**src/rtl/_unused_guard.sv**
```systemverilog
`timescale 1ns/100ps
`default_nettype none
`default_nettype wire

```
**src/rtl/dpll_cfg_pkg.sv**
```systemverilog
package dpll_cfg_pkg;

  // ****************************************
  // Register map
  // ****************************************
  localparam int           ADDR_W             = 12;
  localparam logic [7:0]   REG_IDX_MAIN_FREQ  = 8'h65;
  localparam logic [7:0]   REG_IDX_AUX_BW     = 8'h66;
  localparam logic [11:0]  ADDR_MAIN_FREQ     = {2'h0, REG_IDX_MAIN_FREQ, 2'h0};
  localparam logic [11:0]  ADDR_AUX_BW        = {2'h0, REG_IDX_AUX_BW, 2'h0};

  // ****************************************
  // Field layout and reset values
  // ****************************************
  localparam int           MAIN_FREQ_LSB      = 0;
  localparam int           MAIN_FREQ_W        = 3;
  localparam int           AUX_BW_LSB         = 0;
  localparam int           AUX_BW_W           = 2;
  localparam logic [2:0]   MAIN_FREQ_RESET    = 3'h1;
  localparam logic [1:0]   AUX_BW_RESET       = 2'h0;

  // ****************************************
  // Main-path multiplier codes
  // ****************************************
  localparam logic [2:0]   CODE_311_DIGITAL   = 3'h0;
  localparam logic [2:0]   CODE_311_ANALOG    = 3'h1;
  localparam logic [2:0]   CODE_12E1          = 3'h2;
  localparam logic [2:0]   CODE_16E1          = 3'h3;
  localparam logic [2:0]   CODE_24DS1         = 3'h4;
  localparam logic [2:0]   CODE_16DS1         = 3'h5;

  // ****************************************
  // Frequencies in kHz
  // ****************************************
  localparam int           KHZ_W              = 19;
  localparam logic [18:0]  KHZ_311_04         = 19'h4BF00;
  localparam logic [18:0]  KHZ_98_304         = 19'h18000;
  localparam logic [18:0]  KHZ_131_072        = 19'h20000;
  localparam logic [18:0]  KHZ_148_224        = 19'h24300;
  localparam logic [18:0]  KHZ_98_816         = 19'h18200;
  localparam logic [18:0]  KHZ_DPLL_FIXED     = 19'h12FC0;

  // ****************************************
  // Auxiliary bandwidth codes and values
  // ****************************************
  localparam logic [1:0]   CODE_BW_18         = 2'h0;
  localparam logic [1:0]   CODE_BW_35         = 2'h1;
  localparam logic [1:0]   CODE_BW_70         = 2'h2;
  localparam logic [6:0]   HZ_BW_18           = 7'h12;
  localparam logic [6:0]   HZ_BW_35           = 7'h23;
  localparam logic [6:0]   HZ_BW_70           = 7'h46;

  // ****************************************
  // AXI responses
  // ****************************************
  localparam logic [1:0]   RESP_OKAY          = 2'h0;
  localparam logic [1:0]   RESP_SLVERR        = 2'h2;

endpackage

```
**src/rtl/dpll_output_freq_bw_config.sv**
```systemverilog
`timescale 1ns/100ps
`default_nettype none

// How it works
// - Codes 000 and 001 give 311.04 MHz; 000 digital, 001 analog feedback, resets 001.
// - Code 010 gives twelve-E1 mode, 98.304 MHz analog PLL output.
// - Code 011 gives sixteen-E1 mode, 131.072 MHz analog PLL output.
// - Code 100 gives twenty-four-DS1 mode, 148.224 MHz analog PLL output.
// - Code 101 gives sixteen-DS1 mode, 98.816 MHz analog PLL output.
// - Main digital PLL rate stays 77.76 MHz whatever the field holds.
// - The 3-bit field sets the frequency fed to the main analog PLL.
// - Aux bandwidth code 00, 01, 10 gives 18, 35, 70 Hz; 11 unused.
// - Aux bandwidth register resets to zero; bits 7 to 2 read zero.
module dpll_output_freq_bw_config
  import dpll_cfg_pkg::*;
(
  // Clock and reset
  input  wire logic         core_clk_in,
  input  wire logic         srst_in,
  // AXI4-Lite write address
  input  wire logic         axi_awvalid_in,
  output logic              axi_awready_out,
  input  wire logic [11:0]  axi_awaddr_in,
  // AXI4-Lite write data
  input  wire logic         axi_wvalid_in,
  output logic              axi_wready_out,
  input  wire logic [31:0]  axi_wdata_in,
  input  wire logic [3:0]   axi_wstrb_in,
  // AXI4-Lite write response
  output logic              axi_bvalid_out,
  input  wire logic         axi_bready_in,
  output logic [1:0]        axi_bresp_out,
  // AXI4-Lite read address
  input  wire logic         axi_arvalid_in,
  output logic              axi_arready_out,
  input  wire logic [11:0]  axi_araddr_in,
  // AXI4-Lite read data
  output logic              axi_rvalid_out,
  input  wire logic         axi_rready_in,
  output logic [31:0]       axi_rdata_out,
  output logic [1:0]        axi_rresp_out,
  // Main path setting
  output logic              main_feedback_analog_out,
  output logic [18:0]       main_analog_pll_khz_out,
  output logic [18:0]       main_digital_pll_khz_out,
  // Aux path setting
  output logic [6:0]        aux_loop_bandwidth_hz_out,
  // Unused code held in a field
  output logic              unused_code_out
);

  // ****************************************
  // State
  // ****************************************
  typedef struct packed {
    logic         awready;
    logic [11:0]  aw_addr;
    logic         wready;
    logic [7:0]   w_data;
    logic         w_lane0;
    logic         bvalid;
    logic [1:0]   bresp;
    logic         arready;
    logic         rvalid;
    logic [7:0]   rdata;
    logic [1:0]   rresp;
    logic [2:0]   main_output_multiplier_select;
    logic [1:0]   aux_loop_bandwidth_select;
    logic         fb_analog;
    logic [18:0]  apll_khz;
    logic [18:0]  dpll_khz;
    logic [6:0]   bw_hz;
    logic         bad_code;
  } cfg_state_s;

  localparam cfg_state_s STATE_RESET = '{
    awready:                       1'b1,
    aw_addr:                       12'h000,
    wready:                        1'b1,
    w_data:                        8'h00,
    w_lane0:                       1'b0,
    bvalid:                        1'b0,
    bresp:                         RESP_OKAY,
    arready:                       1'b1,
    rvalid:                        1'b0,
    rdata:                         8'h00,
    rresp:                         RESP_OKAY,
    main_output_multiplier_select: MAIN_FREQ_RESET,
    aux_loop_bandwidth_select:     AUX_BW_RESET,
    fb_analog:                     1'b1,
    apll_khz:                      KHZ_311_04,
    dpll_khz:                      KHZ_DPLL_FIXED,
    bw_hz:                         HZ_BW_18,
    bad_code:                      1'b0
  };

  cfg_state_s  st;
  cfg_state_s  next_st;
  logic        wr_fire;
  logic        rd_fire;
  logic        main_ok;
  logic        main_fb;
  logic [18:0] main_khz;
  logic        aux_ok;
  logic [6:0]  aux_hz;

  // ****************************************
  // Lookups
  // ****************************************
  main_freq_lookup u_main_lookup (
    .code_in       (st.main_output_multiplier_select),
    .valid_out     (main_ok),
    .analog_fb_out (main_fb),
    .apll_khz_out  (main_khz)
  );

  aux_bw_lookup u_aux_lookup (
    .code_in   (st.aux_loop_bandwidth_select),
    .valid_out (aux_ok),
    .bw_hz_out (aux_hz)
  );

  assign wr_fire = !st.awready && !st.wready && !st.bvalid;
  assign rd_fire = axi_arvalid_in && st.arready;

  // ****************************************
  // Next state
  // ****************************************
  always_comb begin
    next_st = st;
    // Write channels taken in either order
    if (axi_awvalid_in && st.awready) begin
      next_st.awready = 1'b0;
      next_st.aw_addr = axi_awaddr_in;
    end
    if (axi_wvalid_in && st.wready) begin
      next_st.wready  = 1'b0;
      next_st.w_data  = axi_wdata_in[7:0];
      next_st.w_lane0 = axi_wstrb_in[0];
    end
    // Register write
    if (wr_fire) begin
      next_st.bvalid = 1'b1;
      next_st.bresp  = RESP_OKAY;
      if (st.aw_addr == ADDR_MAIN_FREQ) begin
        if (st.w_lane0) begin
          next_st.main_output_multiplier_select =
            st.w_data[MAIN_FREQ_LSB +: MAIN_FREQ_W];
        end
      end else if (st.aw_addr == ADDR_AUX_BW) begin
        if (st.w_lane0) begin
          next_st.aux_loop_bandwidth_select = st.w_data[AUX_BW_LSB +: AUX_BW_W];
        end
      end else begin
        next_st.bresp = RESP_SLVERR;
      end
    end
    if (st.bvalid && axi_bready_in) begin
      next_st.bvalid  = 1'b0;
      next_st.awready = 1'b1;
      next_st.wready  = 1'b1;
    end
    // Register read
    if (rd_fire) begin
      next_st.arready = 1'b0;
      next_st.rvalid  = 1'b1;
      next_st.rresp   = RESP_OKAY;
      if (axi_araddr_in == ADDR_MAIN_FREQ) begin
        next_st.rdata = {5'h00, st.main_output_multiplier_select};
      end else if (axi_araddr_in == ADDR_AUX_BW) begin
        next_st.rdata = {6'h00, st.aux_loop_bandwidth_select};
      end else begin
        next_st.rdata = 8'h00;
        next_st.rresp = RESP_SLVERR;
      end
    end
    if (st.rvalid && axi_rready_in) begin
      next_st.rvalid  = 1'b0;
      next_st.arready = 1'b1;
    end
    // Decoded settings, last good one kept on unused codes
    if (main_ok) begin
      next_st.fb_analog = main_fb;
      next_st.apll_khz  = main_khz;
    end
    if (aux_ok) begin
      next_st.bw_hz = aux_hz;
    end
    next_st.bad_code = !main_ok || !aux_ok;
    next_st.dpll_khz = KHZ_DPLL_FIXED;
    if (srst_in) begin
      next_st = STATE_RESET;
    end
  end

  always_ff @(posedge core_clk_in) begin
    st <= next_st;
  end

  // ****************************************
  // Outputs
  // ****************************************
  assign axi_awready_out           = st.awready;
  assign axi_wready_out            = st.wready;
  assign axi_bvalid_out            = st.bvalid;
  assign axi_bresp_out             = st.bresp;
  assign axi_arready_out           = st.arready;
  assign axi_rvalid_out            = st.rvalid;
  assign axi_rdata_out             = {24'h000000, st.rdata};
  assign axi_rresp_out             = st.rresp;
  assign main_feedback_analog_out  = st.fb_analog;
  assign main_analog_pll_khz_out   = st.apll_khz;
  assign main_digital_pll_khz_out  = st.dpll_khz;
  assign aux_loop_bandwidth_hz_out = st.bw_hz;
  assign unused_code_out           = st.bad_code;
endmodule

`default_nettype wire

```
**src/rtl/main_freq_lookup.sv**
```systemverilog
`timescale 1ns/100ps
`default_nettype none

module main_freq_lookup
  import dpll_cfg_pkg::*;
(
  // Code in
  input  wire logic [2:0]  code_in,
  // Decoded setting
  output logic             valid_out,
  output logic             analog_fb_out,
  output logic [18:0]      apll_khz_out
);

  always_comb begin
    valid_out     = 1'b1;
    analog_fb_out = 1'b0;
    apll_khz_out  = KHZ_311_04;
    case (code_in)
      CODE_311_DIGITAL: begin
        apll_khz_out = KHZ_311_04;
      end
      CODE_311_ANALOG: begin
        analog_fb_out = 1'b1;
        apll_khz_out  = KHZ_311_04;
      end
      CODE_12E1: begin
        apll_khz_out = KHZ_98_304;
      end
      CODE_16E1: begin
        apll_khz_out = KHZ_131_072;
      end
      CODE_24DS1: begin
        apll_khz_out = KHZ_148_224;
      end
      CODE_16DS1: begin
        apll_khz_out = KHZ_98_816;
      end
      default: begin
        valid_out = 1'b0;
      end
    endcase
  end

endmodule

`default_nettype wire

```
**src/rtl/aux_bw_lookup.sv**
```systemverilog
`timescale 1ns/100ps
`default_nettype none

module aux_bw_lookup
  import dpll_cfg_pkg::*;
(
  // Code in
  input  wire logic [1:0]  code_in,
  // Decoded bandwidth
  output logic             valid_out,
  output logic [6:0]       bw_hz_out
);

  always_comb begin
    valid_out = 1'b1;
    bw_hz_out = HZ_BW_18;
    case (code_in)
      CODE_BW_18: begin
        bw_hz_out = HZ_BW_18;
      end
      CODE_BW_35: begin
        bw_hz_out = HZ_BW_35;
      end
      CODE_BW_70: begin
        bw_hz_out = HZ_BW_70;
      end
      default: begin
        valid_out = 1'b0;
      end
    endcase
  end

endmodule

`default_nettype wire

```
**config.mk**
```make
export PLATFORM = sky130hd
export DESIGN_NAME = dpll_output_freq_bw_config
export DESIGN_NICKNAME = d
export VERILOG_FILES = /design/src/rtl/_unused_guard.sv /design/src/rtl/dpll_cfg_pkg.sv /design/src/rtl/dpll_output_freq_bw_config.sv /design/src/rtl/main_freq_lookup.sv /design/src/rtl/aux_bw_lookup.sv
export SDC_FILE = /design/constraint.sdc
export NUM_CORES = 1
export LEC_CHECK = 0
export ABC_AREA = 1
export BUFFER_PORTS_ARGS = -buffer_cell sky130_fd_sc_hd__buf_2
export CELL_PAD_IN_SITES_DETAIL_PLACEMENT = 0
export CELL_PAD_IN_SITES_GLOBAL_PLACEMENT = 1
export CORE_ASPECT_RATIO = 1.5
export CORE_MARGIN = 2
export CORE_UTILIZATION = 31
export DETAILED_ROUTE_END_ITERATION = 7
export GPL_ROUTABILITY_DRIVEN = 0
export GPL_TIMING_DRIVEN = 1
export PLACE_DENSITY = 0.85
export SYNTH_ARGS = -nofsm -noshare
export SYNTH_HDL_FRONTEND = slang
export SYNTH_SLANG_ARGS = --single-unit
```
**constraint.sdc**
```tcl
create_clock -name core_clk_in -period 1.8 [get_ports core_clk_in]
set_input_delay 0.27 -clock core_clk_in [delete_from_list [all_inputs] [get_ports core_clk_in]]
set_output_delay 0.27 -clock core_clk_in [all_outputs]
set_load 0.01 [all_outputs]
```
==> results.py <==
metrics = {
    "setup_path": {
        "cp.arrival_ns": 1.41,
        "crit_chain": "nand2_1 -> inv_1 -> nor2_1 -> nor2_1",
        "cpMaxStageDelayCell": "nand2_1",
        "slowest_delay_ns": 0.46,
        "start_kind": "flop",
        "cp_data_required_time_ns": 1.97,
        "crit_path_max_fanout": 22,
        "cp_common_cell": "nor2_1",
        "end_kind": "flop",
        "path_class": "reg2reg",
    },
    "outcome": {
        "outcome": "finished, final reports clean",
    },
    "sta": {
        "fin_skew_ns": 0.00718,
        "slew_violations": 0,
        "rsz0062_at_grt": "false",
        "hold_violations": 0,
        "tightestPinTransition_ns": 0.617,
        "max_freq_ghz": 0.811,
        "tns_ns": 0,
        "relSlewSlack_pct": 58.8,
        "finalCritPeriodShare_pct": 68.5,
        "min_period_ns": 1.23,
        "setup_violations": 0,
    },
    "routing": {
        "dr.pass1.iters": 4,
        "route.detailed.drc": 0,
        "drtIter0Drc": 72,
        "vias_per_cell": 3.94,
        "wire_per_inst_um": 8.90,
        "vias": 1856,
        "final_antenna_net_count": 0,
        "wirelength_um": 4190,
    },
    "global_routing": {
        "grt_pass1_vias": 1643,
        "grt_pass1_wl_um": 6820,
        "grt_max_degree": 33,
        "grt_overflow_total": 0,
        "antenna_found_initial": 0,
        "track_usage_pct": 9.84,
    },
    "finish": {
        "ff_latch_area_um2": 861,
        "multi_input_area_mm2": 0.00102,
        "area_delta_synth_final_pct": 6.86,
        "drive_gt1_share_pct": 24.4,
        "final_nets": 438,
        "fillers": 863,
        "diodes": 0,
        "post-route-util_pct": 34.1,
    },
    "clock_network": {
        "cts_resized": 0,
        "cts_setup_buffers": 0,
        "cts_tree": "done",
        "clkLatencyLatePin_ns": 0.28,
        "numCtsBuffers": 5,
        "htree_levels": 2,
        "clk_pin_slew_ns": 0.06,
        "cts-hold-fix-buffers": 0,
        "clk_path_buf_depth": 2,
        "cts_num_sinks": 43,
        "root_buffer": "clkbuf_16",
    },
    "power_and_ir_drop": {
        "leakage_nw": 1.34,
        "power_density_mw_per_mm2": 840,
        "finalPower_w": 0.00218,
        "ir_drop_uv": 367,
    },
    "floorplanning": {
        "fp.coreArea_mm2": 0.00761,
        "start_util_pct": 31.9,
        "io_pins": 155,
        "die_y_um": 112,
        "dieWidth_um": 76.3,
        "rows": 39,
        "dieArea_mm2": 0.00857,
    },
    "place": {
        "dp_hpwl_um": 3410,
        "port_buffers": 62,
    },
    "synth": {
        "synthArstFlopShare_pct": 0,
        "yosysTopAreaCell": "dfxtp_1",
        "synth_common_cells": "buf_4, nor2_1, dfxtp_1",
        "synth_area_per_cell_um2": 7.38,
        "synth_top_area_share_pct": 35.5,
        "syn_inst": 329,
        "ys_ff_latch": 43,
        "synthMostInstantiatedCell": "buf_4",
        "synth.area.top_cells": "dfxtp_1, buf_4, nor2_1",
        "synth_top_flop_cell": "dfxtp_1",
        "synth_edf_count": 0,
        "netlist_area_mm2": 0.00243,
        "yosysWarningCount": 0,
        "ys_seq_area_share_pct": 35.5,
        "synth.distinct_cells": 25,
    },
    "flow_run": {
        "maxCapViolations": 0,
    },
    "hold_path": {
        "worstHoldPathType": "in2reg",
    },
}
final timing paths:
check	start	to	slack [ns]	cells past startpoint
worst max-delay path	axi_awready_out	st[85]	0.57	4
worst min-delay path	axi_wvalid_in	axi_wready_out	0.19	2
worst min register to register	main_analog_pll_khz_out[9]	main_analog_pll_khz_out[9]	0.45	2
worst max register to register	axi_awready_out	st[85]	0.57	4
worst max-delay path: cells and delay by family (launching register included):
family / cells / cell delay, ns
buffers and inverters: 1 / 0.15
DFF: 1 / 0.32
and+or+nand+nor: 3 / 0.64
stage by stage:
stage	setup slack, ns	instance area, um^2	hold WS, ns	cells
2_1_floorplan	0.784	2650	0.370	387
3_3_place_gp	0.509	2440	0.435	463
3_5_place_dp	0.480	2440	0.444	463
4_1_cts	0.534	2590	0.184	471
5_1_grt	0.427	2590	0.188	471
6_report	0.567	2590	0.192	471
state kept, by name, indices dropped and copies added (netlist names), 3 cells and up:
register / cells
st: 21
main_analog_pll_khz_out: 7
axi_rdata_out: 3
aux_loop_bandwidth_hz_out: 3
routing by layer:
metal | wire length [um] | track usage, % | vias to the layer above
li1 | - | - | 967
met1 | 1580 | 9.30 | 811
met2 | 2270 | 19.7 | 74
met3 | 316 | 2.97 | 4
met4 | 27 | 3.27 | 0
met5 | 0 | 0 | -
layout by cell type (no fill, tap or decap), drive strengths merged:
cell / n
nor2: 48
clkinvlp: 1
nand3: 20
conb: 60
a21boi: 1
nand4: 1
buf: 62
clkinv: 1
o21ai: 28
o211ai: 1
inv: 33
o21a: 2
dfxtp: 43
a21oi: 19
nand2: 39
clkbuf: 6
ha: 3
or2: 1
where the power goes:
group | switching (W) | leakage, nW | internal (W) | total [W]
clock network | 0.000352 | 0.0731 | 0.000553 | 0.000905
logic | 0.000170 | 0.915 | 0.0000804 | 0.000251
registers | 0.0000244 | 0.353 | 0.000999 | 0.00102
cell type report:
class | instances | share of cell area [%]
well taps | 102 | 4.92
inverters | 33 | 4.78
flip-flops and latches | 43 | 33.2
multi-input cells | 223 | 39.2
repair buffers | 62 | 12.0
clock buffers | 6 | 5.35
clock inverters | 2 | 0.627
cells by family (layout without fill, tap and decap cells):
logic type      after synthesis  in the layout  share of synthesized area, %
buf+inv                     121            103                          31.6
simple gates                109            109                          19.6
compound gates               51             51                          11.4
flops                        43             43                          35.5
fa+ha+maj                     3              3                          1.55
other cells                   2             60                         0.309
Note: power is estimated with default switching activity, not from simulation.
